===== src/hdl/elm_defs.vh =====
// Constants of the error log manager: register map, source codes, codes.
// Assumes inclusion by bare name from the design file.
`ifndef ELM_DEFS_VH
`define ELM_DEFS_VH

// ----------------------------------------------------------------------
// Register byte offsets
// ----------------------------------------------------------------------
`define ELM_OFF_LOG_READ 12'h000
`define ELM_OFF_ENABLE 12'h004
`define ELM_OFF_CONTROL 12'h008
`define ELM_OFF_STATUS 12'h00C

// ----------------------------------------------------------------------
// Fields and reset values
// ----------------------------------------------------------------------
`define ELM_ENABLE_RESET 32'h0000_0000
`define ELM_CTRL_CLEAR_BIT 0
`define ELM_SRC_LSB 8
`define ELM_NO_ROUTE 8'hFF
`define ELM_ILLEGAL_PORT_READ 8'hFF

// ----------------------------------------------------------------------
// Source codes
// ----------------------------------------------------------------------
`define ELM_SRC_MAINT 6'h1E
`define ELM_SRC_SHARED 6'h00
`define ELM_LANE_CODES {6'h26, 6'h27, 6'h1D, 6'h1C, 6'h3E, 6'h3D, 6'h39, \
  6'h3A, 6'h3B, 6'h3C, 6'h31, 6'h32, 6'h33, 6'h34, 6'h29, 6'h2A}

// ----------------------------------------------------------------------
// Error codes
// ----------------------------------------------------------------------
`define ELM_C_TW_LEN 8'h10
`define ELM_C_TW_ACK 8'h11
`define ELM_C_TW_ADDR_INC 8'h12
`define ELM_C_TW_START_STOP 8'h13
`define ELM_C_TW_CHECKSUM 8'h14
`define ELM_C_SCAN_WRITE 8'h20
`define ELM_C_MT_ROUTE 8'h30
`define ELM_C_MT_RD_SIZE 8'h31
`define ELM_C_MT_WR_SIZE 8'h32
`define ELM_C_MT_TTYPE 8'h33
`define ELM_C_MT_RD_PAYLOAD 8'h34
`define ELM_C_MT_WR_NOPAYLOAD 8'h35
`define ELM_C_MT_TOO_LONG 8'h36
`define ELM_C_CFG_MASK 8'h50
`define ELM_C_CFG_PORT 8'h53
`define ELM_C_CFG_FORCE_LOCAL 8'h54
`define ELM_C_CFG_ROUTE_READ 8'h55
`define ELM_C_CFG_MCAST_PORT 8'h56
`define ELM_C_LANE_SYNC 8'h60
`define ELM_C_LANE_ALIGN 8'h64

`endif


===== src/hdl/elm_error_log_manager.v =====
// Error log manager: event inputs, arbiter, shared log FIFO, AXI4-Lite.
// Assumes event pulses are on aclk, one cycle each, from internal blocks.
//
// Local design decisions: the register offsets and register access over AXI4-Lite.
`timescale 1ns/1ps
`include "elm_defs.vh"

module elm_error_log_manager #(
  parameter LANES = 16,
  parameter DEPTH_LOG2 = 4
) (
  input wire aclk,
  input wire aresetn,
  // AXI4-Lite slave
  input wire [11:0] s_axi_awaddr,
  input wire s_axi_awvalid,
  output wire s_axi_awready,
  input wire [31:0] s_axi_wdata,
  input wire [3:0] s_axi_wstrb,
  input wire s_axi_wvalid,
  output wire s_axi_wready,
  output reg [1:0] s_axi_bresp,
  output reg s_axi_bvalid,
  input wire s_axi_bready,
  input wire [11:0] s_axi_araddr,
  input wire s_axi_arvalid,
  output wire s_axi_arready,
  output reg [31:0] s_axi_rdata,
  output reg [1:0] s_axi_rresp,
  output reg s_axi_rvalid,
  input wire s_axi_rready,
  // Two-wire serial port events
  input wire tw_len_err,
  input wire tw_ack_err,
  input wire tw_addr_inc_err,
  input wire tw_start_stop_err,
  input wire tw_checksum_err,
  // Scan test port event
  input wire scan_write_err,
  // Maintenance handler events, bit i gives code 0x30+i
  input wire [6:0] mt_err,
  // Configuration events: mask, port, force-local, route read, mcast port
  input wire cfg_mask_err,
  input wire cfg_port_err,
  input wire cfg_force_local_err,
  input wire cfg_route_read_err,
  input wire cfg_mcast_port_err,
  // Lane events per lane: sync lost, alignment lost
  input wire [LANES-1:0] lane_sync_err,
  input wire [LANES-1:0] lane_align_err,
  // Report enables toward the sources
  output wire tw_report_en,
  output wire scan_report_en,
  output wire mt_report_en,
  output wire cfg_report_en,
  output wire [LANES-1:0] lane_report_en,
  // Log state
  output wire log_empty,
  output wire log_full
);

  // --------------------------------------------------------------------
  // Request vector
  // --------------------------------------------------------------------
  localparam NREQ = 24 + 2 * LANES; // Fixed sources plus lane pair each
  localparam DEPTH = 1 << DEPTH_LOG2;
  localparam [6*16-1:0] LANE_CODES = `ELM_LANE_CODES;

  wire [NREQ-1:0] req_evt; // Event pulses, one per source and code
  wire [13:0] req_entry [0:NREQ-1]; // Source and code of each request

  // Pending flags wait for the arbiter
  reg [NREQ-1:0] pend_r;
  reg [NREQ-1:0] pend_nxt;
  reg [NREQ-1:0] grant;
  reg grant_any;
  integer gi;

  assign req_evt[0] = tw_len_err;
  assign req_entry[0] = {`ELM_SRC_SHARED, `ELM_C_TW_LEN};
  assign req_evt[1] = tw_ack_err;
  assign req_entry[1] = {`ELM_SRC_SHARED, `ELM_C_TW_ACK};
  assign req_evt[2] = tw_addr_inc_err;
  assign req_entry[2] = {`ELM_SRC_SHARED, `ELM_C_TW_ADDR_INC};
  assign req_evt[3] = tw_start_stop_err;
  assign req_entry[3] = {`ELM_SRC_SHARED, `ELM_C_TW_START_STOP};
  assign req_evt[4] = tw_checksum_err;
  assign req_entry[4] = {`ELM_SRC_SHARED, `ELM_C_TW_CHECKSUM};
  assign req_evt[5] = scan_write_err;
  assign req_entry[5] = {`ELM_SRC_SHARED, `ELM_C_SCAN_WRITE};
  assign req_evt[12:6] = mt_err;
  // Group nibble kept in each code
  genvar m;
  generate
    for (m = 0; m < 7; m = m + 1) begin : g_mt
      // Offset of this event from the route error code
      localparam integer MT_OFS = m;
      assign req_entry[6+m] = {`ELM_SRC_MAINT,
        `ELM_C_MT_ROUTE + MT_OFS[7:0]};
    end
  endgenerate
  assign req_evt[13] = cfg_mask_err;
  assign req_entry[13] = {`ELM_SRC_SHARED, `ELM_C_CFG_MASK};
  assign req_evt[14] = cfg_port_err;
  assign req_entry[14] = {`ELM_SRC_SHARED, `ELM_C_CFG_PORT};
  assign req_evt[15] = cfg_force_local_err;
  assign req_entry[15] = {`ELM_SRC_SHARED, `ELM_C_CFG_FORCE_LOCAL};
  assign req_evt[16] = cfg_route_read_err;
  assign req_entry[16] = {`ELM_SRC_SHARED, `ELM_C_CFG_ROUTE_READ};
  assign req_evt[17] = cfg_mcast_port_err;
  assign req_entry[17] = {`ELM_SRC_SHARED, `ELM_C_CFG_MCAST_PORT};
  // Spare fixed slots
  genvar s;
  generate
    for (s = 18; s < 24; s = s + 1) begin : g_spare
      assign req_evt[s] = 1'b0;
      assign req_entry[s] = 14'h0000;
    end
  endgenerate

  // Lane codes: sync by lane in quad, alignment 0x64
  // Lane source codes from fixed table
  genvar l;
  generate
    for (l = 0; l < LANES; l = l + 1) begin : g_lane
      // Position of this lane inside its quad
      localparam integer QUAD_LANE = l % 4;
      assign req_evt[24+2*l] = lane_sync_err[l];
      assign req_entry[24+2*l] = {LANE_CODES[6*(l%16) +: 6],
        `ELM_C_LANE_SYNC + QUAD_LANE[7:0]};
      assign req_evt[25+2*l] = lane_align_err[l];
      assign req_entry[25+2*l] = {LANE_CODES[6*(l%16) +: 6],
        `ELM_C_LANE_ALIGN};
    end
  endgenerate

  // --------------------------------------------------------------------
  // Arbiter: lowest pending index wins, one entry per cycle
  // --------------------------------------------------------------------
  // Fixed priority grant of one source
  always @* begin
    grant = {NREQ{1'b0}};
    grant_any = 1'b0;
    for (gi = 0; gi < NREQ; gi = gi + 1) begin
      if (pend_r[gi] && !grant_any) begin
        grant[gi] = 1'b1;
        grant_any = 1'b1;
      end
    end
  end

  // Pending next: a new event wins over its own grant
  always @* begin
    pend_nxt = (pend_r & ~grant) | req_evt;
  end

  // Pending register
  always @(posedge aclk) begin
    if (!aresetn) begin
      pend_r <= {NREQ{1'b0}};
    end else begin
      pend_r <= pend_nxt;
    end
  end

  // Granted entry mux
  reg [13:0] win_entry;
  integer wi;
  always @* begin
    win_entry = 14'h0000;
    for (wi = 0; wi < NREQ; wi = wi + 1) begin
      if (grant[wi]) begin
        win_entry = req_entry[wi];
      end
    end
  end

  // --------------------------------------------------------------------
  // Log FIFO
  // --------------------------------------------------------------------
  reg [13:0] log_mem [0:DEPTH-1]; // Log storage
  reg [DEPTH_LOG2:0] wr_ptr_r; // Write pointer with wrap bit
  reg [DEPTH_LOG2:0] rd_ptr_r; // Read pointer with wrap bit
  wire log_clear; // Software clear strobe
  wire log_pop; // Read of the log register
  wire push;

  // Equal pointers mean empty; wrap bits differing with equal index, full
  assign log_empty = (wr_ptr_r == rd_ptr_r);
  assign log_full = (wr_ptr_r[DEPTH_LOG2] != rd_ptr_r[DEPTH_LOG2]) &&
    (wr_ptr_r[DEPTH_LOG2-1:0] == rd_ptr_r[DEPTH_LOG2-1:0]);
  // A clear in the same cycle wins, and the granted entry is lost
  // Logged regardless of enables
  assign push = grant_any && !log_full && !log_clear;

  // Store 6-bit source and 8-bit code
  always @(posedge aclk) begin
    if (push) begin
      log_mem[wr_ptr_r[DEPTH_LOG2-1:0]] <= win_entry;
    end
  end

  // Pointers
  // Clear empties the log
  always @(posedge aclk) begin
    if (!aresetn || log_clear) begin
      wr_ptr_r <= {(DEPTH_LOG2+1){1'b0}};
      rd_ptr_r <= {(DEPTH_LOG2+1){1'b0}};
    end else begin
      if (push) begin
        wr_ptr_r <= wr_ptr_r + 1'b1;
      end
      // A read of an empty log leaves the read pointer where it is
      if (log_pop && !log_empty) begin
        rd_ptr_r <= rd_ptr_r + 1'b1;
      end
    end
  end

  // --------------------------------------------------------------------
  // Registers
  // --------------------------------------------------------------------
  reg [31:0] enable_r; // Report enables
  assign tw_report_en = enable_r[0];
  assign scan_report_en = enable_r[1];
  assign mt_report_en = enable_r[2];
  assign cfg_report_en = enable_r[3];
  assign lane_report_en = enable_r[4 +: LANES];

  // --------------------------------------------------------------------
  // AXI4-Lite write channel
  // --------------------------------------------------------------------
  reg aw_held_r; // Write address taken
  reg w_held_r; // Write data taken
  reg [11:0] awaddr_r;
  reg [31:0] wdata_r;
  reg [3:0] wstrb_r;
  wire wr_go;

  assign s_axi_awready = !aw_held_r && !s_axi_bvalid;
  assign s_axi_wready = !w_held_r && !s_axi_bvalid;
  assign wr_go = aw_held_r && w_held_r;
  // Control write with clear bit set
  assign log_clear = wr_go && (awaddr_r == `ELM_OFF_CONTROL) &&
    wstrb_r[0] && wdata_r[`ELM_CTRL_CLEAR_BIT];

  // Capture address and data, then respond
  always @(posedge aclk) begin
    if (!aresetn) begin
      aw_held_r <= 1'b0;
      w_held_r <= 1'b0;
      awaddr_r <= 12'h000;
      wdata_r <= 32'h0000_0000;
      wstrb_r <= 4'h0;
      s_axi_bvalid <= 1'b0;
      s_axi_bresp <= 2'b00;
      enable_r <= `ELM_ENABLE_RESET;
    end else begin
      if (s_axi_awvalid && s_axi_awready) begin
        aw_held_r <= 1'b1;
        awaddr_r <= s_axi_awaddr;
      end
      if (s_axi_wvalid && s_axi_wready) begin
        w_held_r <= 1'b1;
        wdata_r <= s_axi_wdata;
        wstrb_r <= s_axi_wstrb;
      end
      if (wr_go) begin
        aw_held_r <= 1'b0;
        w_held_r <= 1'b0;
        s_axi_bvalid <= 1'b1;
        // Address decode
        if (awaddr_r == `ELM_OFF_ENABLE) begin
          s_axi_bresp <= 2'b00;
          if (wstrb_r[0]) enable_r[7:0] <= wdata_r[7:0];
          if (wstrb_r[1]) enable_r[15:8] <= wdata_r[15:8];
          if (wstrb_r[2]) enable_r[23:16] <= wdata_r[23:16];
          if (wstrb_r[3]) enable_r[31:24] <= wdata_r[31:24];
        end else if (awaddr_r == `ELM_OFF_CONTROL ||
                     awaddr_r == `ELM_OFF_LOG_READ ||
                     awaddr_r == `ELM_OFF_STATUS) begin
          s_axi_bresp <= 2'b00;
        end else begin
          // Unmapped address answers with a slave error
          s_axi_bresp <= 2'b10;
        end
      end else if (s_axi_bvalid && s_axi_bready) begin
        s_axi_bvalid <= 1'b0;
      end
    end
  end

  // --------------------------------------------------------------------
  // AXI4-Lite read channel
  // --------------------------------------------------------------------
  // Oldest entry, read straight from the log storage
  wire [13:0] head_entry;
  assign head_entry = log_mem[rd_ptr_r[DEPTH_LOG2-1:0]];
  // One read under way at a time
  assign s_axi_arready = !s_axi_rvalid;
  // Reading the log register takes the oldest entry
  assign log_pop = s_axi_arvalid && s_axi_arready &&
    (s_axi_araddr == `ELM_OFF_LOG_READ);

  // Read data, one cycle after the address
  // Data stands until the master takes it with rready
  always @(posedge aclk) begin
    if (!aresetn) begin
      s_axi_rvalid <= 1'b0;
      s_axi_rdata <= 32'h0000_0000;
      s_axi_rresp <= 2'b00;
    end else if (s_axi_arvalid && s_axi_arready) begin
      s_axi_rvalid <= 1'b1;
      s_axi_rresp <= 2'b00;
      if (s_axi_araddr == `ELM_OFF_LOG_READ) begin
        s_axi_rdata <= log_empty ? 32'h0000_0000 :
          {18'h0_0000, head_entry};
      end else if (s_axi_araddr == `ELM_OFF_ENABLE) begin
        s_axi_rdata <= enable_r;
      end else if (s_axi_araddr == `ELM_OFF_CONTROL) begin
        s_axi_rdata <= 32'h0000_0000;
      end else if (s_axi_araddr == `ELM_OFF_STATUS) begin
        s_axi_rdata <= {30'h0000_0000, log_full, log_empty};
      end else begin
        s_axi_rdata <= 32'h0000_0000;
        s_axi_rresp <= 2'b10;
      end
    end else if (s_axi_rvalid && s_axi_rready) begin
      s_axi_rvalid <= 1'b0;
    end
  end

endmodule // elm_error_log_manager


===== config.mk =====
export PLATFORM = sky130hd
export DESIGN_NAME = elm_error_log_manager
export DESIGN_NICKNAME = d
export VERILOG_FILES = /design/src/hdl/elm_error_log_manager.v
export VERILOG_INCLUDE_DIRS = /design/src /design/src/hdl
export SDC_FILE = /design/constraint.sdc
export NUM_CORES = 1
export LEC_CHECK = 0
export BUFFER_PORTS_ARGS = -buffer_cell sky130_fd_sc_hd__clkbuf_2
export CELL_PAD_IN_SITES_DETAIL_PLACEMENT = 0
export CELL_PAD_IN_SITES_GLOBAL_PLACEMENT = 1
export CORE_MARGIN = 1
export CORE_UTILIZATION = 50
export DETAILED_ROUTE_END_ITERATION = 7
export PLACE_DENSITY_LB_ADDON = 0.1
export REMOVE_ABC_BUFFERS = 1
export SLEW_MARGIN = 15
export SYNTH_ARGS = -nofsm -noshare
export SYNTH_HDL_FRONTEND = slang
export SYNTH_SLANG_ARGS = --single-unit

===== constraint.sdc =====
create_clock -name aclk -period 8.6 [get_ports aclk]
set_input_delay 1.29 -clock aclk [delete_from_list [all_inputs] [get_ports aclk]]
set_output_delay 1.29 -clock aclk [all_outputs]
set_load 0.05 [all_outputs]

* Word level (Yosys, flattened, before mapping)
Memories as Yosys holds them, arrays and structs flattened. A register that Yosys moved wholly into a read port is not among the register bits.
Index checks and enable logic that the tools add are counted.
Widths: inputs -> output; s select.
** Cells by class
- Multiplexer cells :: 186
- Reductions and logical operators :: 146
- Equality and inequality tests :: 9
- Add/subtract/negate cells :: 2
- Bitwise operators :: 4
** Operators by type and width (number)
- $mux 14 :: 56
- $mux 1 :: 117
- $logic_and 1x1->1 :: 71
- $mux 32 :: 2
- $logic_not 1->1 :: 63
- $and 56x56->56 :: 1
- $not 56->56 :: 1
- $or 56x56->56 :: 1
- $eq 12x4->1 const B :: 4
- $eq 12x3->1 const B :: 2
- $logic_not 12->1 :: 2
- $mux 2 :: 8
- $reduce_and 3->1 :: 4
- $add 5x1->5 const B :: 2
- $mux 4 :: 2
- $eq 5x5->1 :: 1
- $mux 5 :: 1
- $eq 4x4->1 :: 1
- $reduce_bool 2->1 :: 2
- $logic_or 1x1->1 :: 3
- $reduce_or 2->1 :: 1
- $ne 1x1->1 :: 1
- $not 1->1 :: 1
** Word-level totals
- RAM bits :: 224
- Output and inout port bits :: 63
- Memories kept :: 1
- Input port bits :: 117
- Logic and storage cells :: 365
- Bits in registers :: 186
** Memories
- log_mem :: depth 16, bits a word 14, read ports 1, clocked after Yosys merged registers in 1, wr ports 1, RTL line elm_error_log_manager.v:181 : reg [13:0] log_mem [0:DEPTH-1];

* Logic depth before layout (Yosys ltp)
Gate-level depths: netlist (run 1).
- Depth after elaboration :: 170
- Gate-level depth with buffers :: 8
- Depth with buffers taken out :: 6

* Worst setup path before layout (run 1)
Ideal clock, no wire load.
- Path type :: input-to-reg
- From :: input s_axi_araddr[11]
- To :: register (tool-made name)
- Required time :: 8.468 ns
- Library setup time :: 0.132 ns
- Buffers on the path :: 1
- Setup slack :: 5.411 ns
- Data arrival time :: 3.057 ns
- Cell stages on the path :: 7
- Path through :: or4_1 -> nor4_1 -> o211ai_1 -> clkbuf_1 -> nor3_1 -> xnor2_1 -> nor2_1
** RTL lines
- start, declared :: RTL line elm_error_log_manager.v:25 : input wire [11:0] s_axi_araddr,

* Final worst setup path (run 1)
- From :: register pend_r[6]
- To :: memory log_mem[1][9] (data pin)
** Between the ends
- Longest elaborated chain between the ends :: 150
- Elaborated cells between the ends (all ways) :: 248
- Classes of those cells :: mux (149); reduce/logical (99)
** RTL lines
- start, declared :: RTL line elm_error_log_manager.v:73 : reg [NREQ-1:0] pend_r;
- start signal, assigned :: RTL line elm_error_log_manager.v:160 : pend_r <= {NREQ{1'b0}};
- start signal, assigned :: RTL line elm_error_log_manager.v:162 : pend_r <= pend_nxt;
- $logic_and 1x1->1 * :: RTL line elm_error_log_manager.v:145 : if (pend_r[gi] && !grant_any) begin
- $mux 1 :: RTL line elm_error_log_manager.v:145
- $logic_not 1->1 :: RTL line elm_error_log_manager.v:145
- $logic_and 1x1->1 :: RTL line elm_error_log_manager.v:145
- $mux 1 :: RTL line elm_error_log_manager.v:145
- $logic_not 1->1 :: RTL line elm_error_log_manager.v:145
- $logic_and 1x1->1 :: RTL line elm_error_log_manager.v:145
- $mux 1 :: RTL line elm_error_log_manager.v:145
- [135 not listed]
- $logic_not 1->1 :: RTL line elm_error_log_manager.v:145
- $logic_and 1x1->1 :: RTL line elm_error_log_manager.v:145
- $mux 1 :: RTL line elm_error_log_manager.v:145
- $logic_not 1->1 :: RTL line elm_error_log_manager.v:145
- $logic_and 1x1->1 :: RTL line elm_error_log_manager.v:145
- $mux 1 :: RTL line elm_error_log_manager.v:145
- $mux 14 * :: RTL line elm_error_log_manager.v:172 : if (grant[wi]) begin
- net win_entry[9] :: RTL line elm_error_log_manager.v:167 : reg [13:0] win_entry;
- end, declared :: RTL line elm_error_log_manager.v:181
The timed path passes the listed nets; every way through them passes the cells marked *.

==> out/qor.csv, run 1 <==
metric,value,unit
fin_setup_tns,0,ns
cts_buffers,40,
post-synth-top-count-cell,edfxtp_1,
hp-class,reg2reg,
n_antenna_cell,0,
hold_path_end,pend_r[21],
ctsRootBufferMaster,clkbuf_16,
ir_drop,188,uV
insertion_delay,0.53,ns
required,8.83,ns
portBuffers,177,
first_global_vias,10206,
drv_slew,0,
path_buf_inv,0,
final_layout_size_suffix_gt1_frac,0.221,
skew,0.0162,ns
crit_path_start_kind,flop,
dieArea,31700,um2
clockBufferDepth,3,
viasPerCell,5.59,
fmax,286,MHz
rsz0062_at_grt,false,
synth_top_cells_by_count,"192 x edfxtp_1, 188 x dfxtp_1, 183 x nand2_1, 110 x a21boi_0, 79 x nor2_1",
drt_pass1_iterations,5,
cts_tree,done,
r2r_slack,5.10,ns
netlist.area_leader.share,0.372,
seq_area_frac_synth,0.615,
yosys_warnings,0,
drt_iter0_markers,748,
status,completed,
start_util,0.508,
critPathArrivalTime,3.73,ns
synthFlopType,edfxtp_1,
wire_per_inst,19.1,um
track_usage,0.229,
whs_path_depth,2,
htreeDepth,2,
critPathTopFamily,simple AND/OR/NAND/NOR gates,
synth-edff-count,192,
cts_sinks,380,
cts_resized,0,
synthArstFlopShare,0,
ios,180,
fin_crit,3.50,ns
path_clk_slew,0.06,ns
overflow,0,
dieWidth,178,um
max_stage_delay,0.83,ns
path_cells,nor3_1 -> nand4_1 -> or4_1 -> or3_1 -> nand4b_1,
synth_cells,1302,
critPathMaxFanout,16,
post_cts_buffers,0,
synth.area.top_cells,"edfxtp_1 37%, dfxtp_1 24%, mux4_2 7.0%, a21boi_0 5.3%, nand2_1 4.4%",
yosys.area.top_type,edfxtp_1,
synth_area_per_cell,11.9,um2
ant_nets,0,
grt_max_degree,115,
p_leak,6.57,nW
relSlewSlack,0.352,
dp_hpwl,23400,um
critPathCaptureType,flop,
cap_viol_max_count,0,
slowest_stage,or4_1,
grt_pass1_wl,55600,um
netlist_area,15500,um2
antenna_found_initial,0,
reg2reg_depth,5,
setup_viol,0,
area_growth,16.2,%
finalHoldViolCount,0,
tightest_slew,0.972,ns
r2r_start,pend_r[6],
drc,0,
hold_buffers,0,
crit_type,reg2reg,
routed_wirelength,35800,um
num_vias,10500,
row_count,64,
hold_start,pend_r[21],
post-route-util,0.590,
fin_nets,1576,
synth-seq-cells,380,
yosysUniqueCellTypes,63,
core_area,30500,um2
r2r_end,log_mem[1][9],
chipHeight,178,um
gp_congestion,0.886,
p_per_area,225,nW/um2
period_share,0.407,
metal layers:
| metal | global-route usage | part of all wire | vias up |
|---|---|---|---|
| met5 | 0 | 0 | - |
| met4 | 0.0637 | 0.020 | 0 |
| met3 | 0.0364 | 0.056 | 47 |
| met2 | 0.380 | 0.48 | 305 |
| met1 | 0.310 | 0.44 | 5065 |
| li1 | - | - | 5083 |
worst max-delay path by stage:
stage	start	cells after the start	to	slack, ns
final	pend_r[6]	5	log_mem[1][9]	5.10
after floorplan	s_axi_araddr[11]	6	s_axi_rdata[14]	4.95
after CTS	pend_r[18]	6	log_mem[15][10]	5.04
after global routing	pend_r[6]	5	log_mem[1][9]	4.91
after global placement	s_axi_araddr[11]	9	s_axi_rdata[21]	5.13
after detailed placement	s_axi_araddr[11]	9	s_axi_rdata[14]	5.03
metrics by stage:
stage | std cells | total power [mW] | worst slack, ns | cell area, um2 | hold WS (ns)
6_report | 1878 | 4.04 | 5.10 | 18000 | 0.430
5_1_grt | 1878 | 4.18 | 4.91 | 18000 | 0.460
4_1_cts | 1878 | 4.08 | 5.04 | 18000 | 0.432
3_5_place_dp | 1808 | 2.32 | 5.03 | 16600 | 0.424
3_3_place_gp | 1808 | 2.32 | 5.13 | 16600 | 0.425
2_1_floorplan | 1216 | 2.20 | 4.95 | 15100 | 0.412
cell type report:
type	count	area [um2]
inverters	23	86.3
well taps	396	495
flip-flops and latches	380	9530
multi-input cells	813	5510
fillers	2569	12500
repair buffers	196	1030
clock buffers	57	1150
clock inverters	13	201
logic make-up (layout without fill, tap and decap cells):
family,count (synthesis),count (layout),share of synthesized area
buffers and inverters,110,289,0.0315
AO/OA/AOI/OAI,273,273,0.121
AND/OR/NAND/NOR,465,465,0.146
XOR/XNOR,11,11,0.00622
multiplexers,57,57,0.0759
adder cells (fa/ha/maj),5,5,0.00404
flip-flops,380,380,0.615
other,1,2,0.000242
cells in the final DEF (no fill, tap or decap), drive strengths merged, types with 3 or more instances in the layout:
cell type	Yosys	final
clkbuf	59	233
edfxtp	192	192
dfxtp	188	188
nand2	183	183
a21boi	110	110
nor2	79	79
nand3	63	63
mux4	48	48
a21oi	39	39
nor3	35	35
o21ai	33	33
nor2b	29	29
inv	23	23
o22ai	22	22
o21a	20	20
buf	28	20
nor4	18	18
and3	16	16
a211oi	11	11
nand4	11	11
xnor2	10	10
clkinv	0	8
a31oi	6	6
nand2b	6	6
or3	6	6
or4	5	5
mux2i	5	5
ha	5	5
bufinv	0	5
and2	4	4
o211a	4	4
mux2	4	4
o22a	3	3
a221oi	3	3
a32oi	3	3
a21o	3	3
or2	3	3
where the power goes:
group          internal (mW)  switching (mW)  leakage, nW
Combinational         0.0951           0.170         2.55
Clock                   1.08           0.683        0.657
Sequential              1.97          0.0460         3.36
Total                   3.14           0.899         6.57
flip-flops by register name, summed over array words and instances, names as in the netlist, named ones only:
signal	flops
log_mem	192
s_axi_rresp	1
s_axi_bvalid	1
s_axi_rdata	32
s_axi_rvalid	1
wdata_r	32
w_held_r	1
aw_held_r	1
enable_r	32
wr_ptr_r	5
awaddr_r	12
wstrb_r	4
pend_r	56
rd_ptr_r	5
s_axi_bresp	1
worst register-to-register path, delay by kind of cell, from the launching register on:
| family | cells | cell delay [ns] |
|---|---|---|
| DFF | 1 | 0.33 |
| and+or+nand+nor | 5 | 2.87 |
No activity file was read; power rests on OpenSTA's default activity.
==> inputs of run 2 (changes only) <==
--- a/config.mk
+++ b/config.mk
@@ -10,7 +10,7 @@
 export CELL_PAD_IN_SITES_DETAIL_PLACEMENT = 0
 export CELL_PAD_IN_SITES_GLOBAL_PLACEMENT = 1
 export CORE_MARGIN = 1
-export CORE_UTILIZATION = 50
+export CORE_UTILIZATION = 42
 export DETAILED_ROUTE_END_ITERATION = 7
 export PLACE_DENSITY_LB_ADDON = 0.1
 export REMOVE_ABC_BUFFERS = 1
==> constraint.sdc (replaced) <==
create_clock -name aclk -period 2.9 [get_ports aclk]
set_input_delay 0.435 -clock aclk [delete_from_list [all_inputs] [get_ports aclk]]
set_output_delay 0.435 -clock aclk [all_outputs]
set_load 0.05 [all_outputs]
==> run 2 against run 1 <==
  * Global-route usage down 1.7 points
  * Worst hold slack worse by 0.34 ns
  * Highest routed layer unchanged
  * Clock-buffer cell count up 1
  * Largest cell class unchanged
  * Utilization down 7.1 points
==> out/qor.csv, run 2 (synthesis results as in run 1) <==
metric,value,unit,change
largest_reg_flops,192,,unchanged
n_fill_cell,3262,,+27%
slowest_stage,nor4_1,,
mostFrequentLayoutCell,edfxtp_1,,
p_leak,6.88,nW,+4.7%
critPathCaptureType,flop,,
portBuffers,177,,unchanged
drc,0,,unchanged
ir_drop,387,uV,+110%
status,completed,,
ctsRootBufferMaster,clkbuf_16,,
total_power,12.1,mW,+200%
fmax,360,MHz,+26%
cap_viol_max_count,0,,unchanged
overflow,0,,unchanged
sw_frac_of_total,0.226,,+0.00386
crit_start,pend_r[34],,
drt_pass1_iterations,5,,unchanged
crit_type,reg2reg,,
crit_path_start_kind,flop,,
area_growth,20.3,%,
critPathArrivalTime,3.11,ns,-0.62 ns
ios,180,,unchanged
r2r_start,pend_r[34],,
htreeDepth,2,,unchanged
fin_setup_tns,0,ns,unchanged
reg2reg_depth,6,,+1
start_util,0.431,,-0.0764
p_seq_frac,0.492,,-0.007
wire_per_inst,19.8,um,+4.1%
viasPerCell,5.39,,-3.6%
routed_wirelength,39700,um,+11%
dieWidth,194,um,+9.0%
max_stage_delay,0.50,ns,-0.33 ns
cts_tree,done,,
final_cell_mix,"192 x edfxtp_1, 187 x dfxtp_1, 183 x nand2_1",,
post_cts_buffers,0,,unchanged
finalHoldViolCount,0,,unchanged
cts_buffers,41,,+2.5%
antenna_found_initial,0,,unchanged
n_antenna_cell,0,,unchanged
fin_crit,2.78,ns,-0.721 ns
skew,0.0145,ns,-0.00169 ns
core_area,35900,um2,+18%
drv_slew,0,,unchanged
period_share,0.957,,+0.551
gp_congestion,0.851,,-4.0%
hold_buffers,0,,unchanged
required,3.24,ns,-5.59 ns
pwr-share-clk,0.437,,about the same
internal-power,9.39,mW,+200%
first_global_vias,10623,,+4.1%
row_count,69,,+7.8%
ant_nets,0,,unchanged
p_comb_frac,0.071,,+0.006
fin_cells,2002,,+6.6%
p_switching,2.75,mW,+210%
post-route-util,0.519,,-0.0710
p_per_area,651,nW/um2,+190%
grt_max_degree,129,,+12%
setup_viol,0,,unchanged
cts_sinks,380,,unchanged
chipHeight,194,um,+9.0%
num_vias,10789,,+2.8%
fin_nets,1630,,+3.4%
path_clk_slew,0.06,ns,about the same
drt_iter0_markers,588,,-21%
insertion_delay,0.55,ns,+0.02 ns
grt_pass1_wl,61600,um,+11%
hp-class,in2reg,,
hold_start,lane_sync_err[4],,
clockBufferDepth,3,,unchanged
whs_path_depth,2,,unchanged
tightest_slew,0.702,ns,-0.270 ns
path_cells,nor4_1 -> nand4_2 -> or4_1 -> or3_1 -> and3_4 -> nand3_2,,
rsz0062_at_grt,false,,
dp_hpwl,26000,um,+11%
critPathMaxFanout,16,,unchanged
relSlewSlack,0.528,,+0.176
dp.cells,1926,,+6.5%
final_layout_size_suffix_gt1_frac,0.245,,+0.0246
track_usage,0.212,,-0.0166
cts_resized,0,,unchanged
dieArea,37700,um2,+19%
-- run 2: changes by cell type in the layout (fill, tap and decap cells not counted) --
cell / before / now
a31oi_2: 0 / 1
clkinv_8: 1 / 0
inv_6: 0 / 1
o2111ai_2: 1 / 0
clkbuf_16: 42 / 43
buf_4: 20 / 61
buf_12: 0 / 12
a31oi_1: 6 / 5
clkbuf_8: 4 / 2
clkbuf_1: 11 / 13
clkinv_4: 1 / 0
clkinv_1: 3 / 9
o2111ai_1: 1 / 2
-- run 2: final timing paths --
kind | end | slack, ns
hold / removal | pend_r[32] | 0.09
hold reg to reg | pend_r[21] | 0.44
setup / recovery | log_mem[9][5] | 0.12
setup reg to reg | log_mem[9][5] | 0.12
-- run 2: per-layer routing --
layer	wire [um]	vias to the layer above	GRT usage	share of wire
met1	17700	5288	0.283	0.45
met3	1990	50	0.0376	0.050
met2	19300	265	0.357	0.49
met5	0	-	0	0
met4	714	0	0.0514	0.018
li1	-	5186	-	-
-- run 2: cell type report --
type	instances	area (um2)	share of cell area
Tap cell	461	577	0.0309
Sequential cell	380	9530	0.511
Clock buffer	58	1150	0.0618
Inverter	23	86.3	0.00463
Timing Repair Buffer	249	1580	0.0847
Clock inverter	18	208	0.0111
Multi-Input combinational cell	813	5510	0.296
-- run 2: critical path: cells and delay by family (launching register included) --
family	cells	cell delay (ns)
flops	1	0.37
simple gates	6	2.19
-- run 2: power groups by stage --
stage	combinational [mW]	clock (mW)	sequential, mW
CTS	0.874	5.42	5.97
global route	0.950	5.63	5.99
global placement	0.865	0	6.08
floorplan	0.433	0	6.11
detailed placement	0.872	0	6.09
finish	0.863	5.30	5.97
-- run 2: stage by stage --
| step | setup WS [ns] | area, um2 | hold slack, ns |
|---|---|---|---|
| 6_report | 0.124 | 18600 | 0.0894 |
| 5_1_grt | 0.0143 | 18600 | 0.0651 |
| 4_1_cts | 0.171 | 18600 | 0.0621 |
| 3_5_place_dp | 0.185 | 17300 | 0.427 |
| 3_3_place_gp | 0.254 | 17300 | 0.428 |
| 2_1_floorplan | -0.681 | 15100 | 0.412 |
==> inputs of run 3 (changes only) <==
==> constraint.sdc (replaced) <==
create_clock -name aclk -period 2.9 [get_ports aclk]
set_input_delay 0.145 -clock aclk [delete_from_list [all_inputs] [get_ports aclk]]
set_output_delay 0.145 -clock aclk [all_outputs]
set_load 0.05 [all_outputs]
==> run 3 against run 2 <==
  * Worst hold slack worse by 0.052 ns
  * Clock skew rose by 0.0025 ns
  * Sequential power barely moved
  * Cell area up 5.0%
  * Die area did not move
  * Setup slack improved by 0.084 ns
  * Critical endpoint is now log_mem[14][5]
  * Largest power group unchanged
==> out/qor.csv, run 3 (synthesis results as in run 1) <==
metric,value,unit,change
status,completed,,
reg2reg_depth,6,,unchanged
met3_usage,0.0322,,-0.00539
grt_max_degree,110,,-15%
fin_cells,2100,,+4.9%
htreeDepth,2,,unchanged
grt_pass1_wl,62300,um,+1.0%
critPathCaptureType,flop,,
drc,0,,unchanged
first_global_vias,10986,,+3.4%
timing.hold.ws,0.0378,ns,-0.0515 ns
grt.busiest_layer,met2,,
dieArea,37700,um2,unchanged
post_cts_buffers,0,,unchanged
total_power,12.0,mW,-1.1%
cts_sinks,380,,unchanged
chipHeight,194,um,unchanged
r2r_end,log_mem[14][5],,
final_area,19600,um2,+5.0%
critPathMaxFanout,16,,unchanged
final_cell_mix,"192 x edfxtp_1, 187 x dfxtp_1, 183 x nand2_1",,
cap_viol_max_count,0,,unchanged
area_growth,26.4,%,
post-route-util,0.545,,+0.0262
setup_viol,0,,unchanged
ctsRootBufferMaster,clkbuf_16,,
overflow,0,,unchanged
n_antenna_cell,0,,unchanged
placed_area,17200,um2,-0.16%
start_util,0.431,,unchanged
core_area,35900,um2,unchanged
internal-power,9.24,mW,-1.7%
ir_drop,439,uV,+13%
required,3.26,ns,+0.02 ns
gp_congestion,0.869,,+2.2%
routed_wirelength,39700,um,about the same
mostFrequentLayoutCell,edfxtp_1,,
dp_hpwl,26100,um,+0.23%
hp-class,in2reg,,
drv_slew,0,,unchanged
p_leak,7.28,nW,+5.7%
r2r_start,pend_r[34],,
cts_tree,done,,
dp.cells,1924,,-0.10%
final_layout_size_suffix_gt1_frac,0.232,,-0.0134
tightest_slew,0.731,ns,+0.0290 ns
path_clk_slew,0.05,ns,about the same
place_ws,0.145,ns,-0.0403 ns
finalHoldViolCount,0,,unchanged
wire_per_inst,18.9,um,-4.7%
fmax,371,MHz,+3.1%
drt_pass1_iterations,5,,unchanged
period_share,0.928,,-0.0288
ios,180,,unchanged
crit_end,log_mem[14][5],,
p_seq_frac,0.497,,+0.005
largest_reg_flops,192,,unchanged
clockBufferDepth,3,,unchanged
sw_frac_of_total,0.231,,+0.00465
crit_path_start_kind,flop,,
p_per_area,613,nW/um2,-5.8%
r2r_slack,0.21,ns,+0.08 ns
track_usage,0.214,,+0.00208
critPathArrivalTime,3.05,ns,-0.06 ns
met1_usage,0.282,,-0.000869
relSlewSlack,0.511,,-0.0165
timing.final.ws_setup,0.207,ns,+0.0836 ns
crit_start,pend_r[34],,
ant_nets,0,,unchanged
skew,0.0170,ns,+0.00245 ns
portBuffers,177,,unchanged
drt_iter0_markers,645,,+9.7%
antenna_found_initial,0,,unchanged
pwr-share-clk,0.422,,-0.015
rsz0062_at_grt,false,,
fin_setup_tns,0,ns,unchanged
p_comb_frac,0.081,,+0.010
grt_use_met2,0.362,,+0.00493
viasPerCell,5.24,,-2.8%
num_vias,10995,,+1.9%
cts_buffers,43,,+4.9%
insertion_delay,0.56,ns,about the same
crit_type,reg2reg,,
row_count,69,,unchanged
fin_crit,2.69,ns,-0.0836 ns
p_switching,2.77,mW,+0.96%
fin_nets,1731,,+6.2%
dieWidth,194,um,unchanged
run 3: worst min path at each step:
stage	startpoint	cells past startpoint	end
floorplan	aresetn	1	pend_r[15]
global placement	lane_sync_err[4]	2	pend_r[32]
detailed placement	lane_sync_err[2]	2	pend_r[28]
CTS	aresetn	3	pend_r[23]
global route	aresetn	2	pend_r[32]
finish	aresetn	3	pend_r[23]
run 3: power groups by stage:
stage,sequential (mW),clock (mW),combinational [mW]
after CTS,5.97,5.21,0.981
after global routing,5.99,5.40,1.07
after global placement,6.08,0,0.864
after detailed placement,6.08,0,0.871
after floorplan,6.11,0,0.433
final,5.97,5.07,0.971
run 3: layer usage:
layer | vias up | share of wire
met5 | - | 0
met4 | 0 | 0.023
met3 | 60 | 0.045
met2 | 257 | 0.48
met1 | 5286 | 0.45
li1 | 5392 | -
run 3: area by class of cell:
type / count / area [um2]
clock buffer: 60 / 1200
clock inverter: 15 / 110
fill: 3116 / 16300
inverter: 23 / 86.3
multi-input combinational: 813 / 5520
sequential: 380 / 9530
tap: 461 / 577
timing repair buffer: 348 / 2560
run 3: what timing repair did:
action | in CTS | in global routing
resized for setup | 0 | 2
hold buffers | 101 | 0
endpoints found under the hold margin | 100 | 0
endpoints found under the setup margin | 0 | 97
run 3: critical path, stage by stage, from the launching register on:
cell	delay (ns)
dfxtp_1	0.37
nor4_1	0.48
nand4_2	0.28
or4_1	0.47
or3_1	0.42
and3_4	0.22
nand3_2	0.25
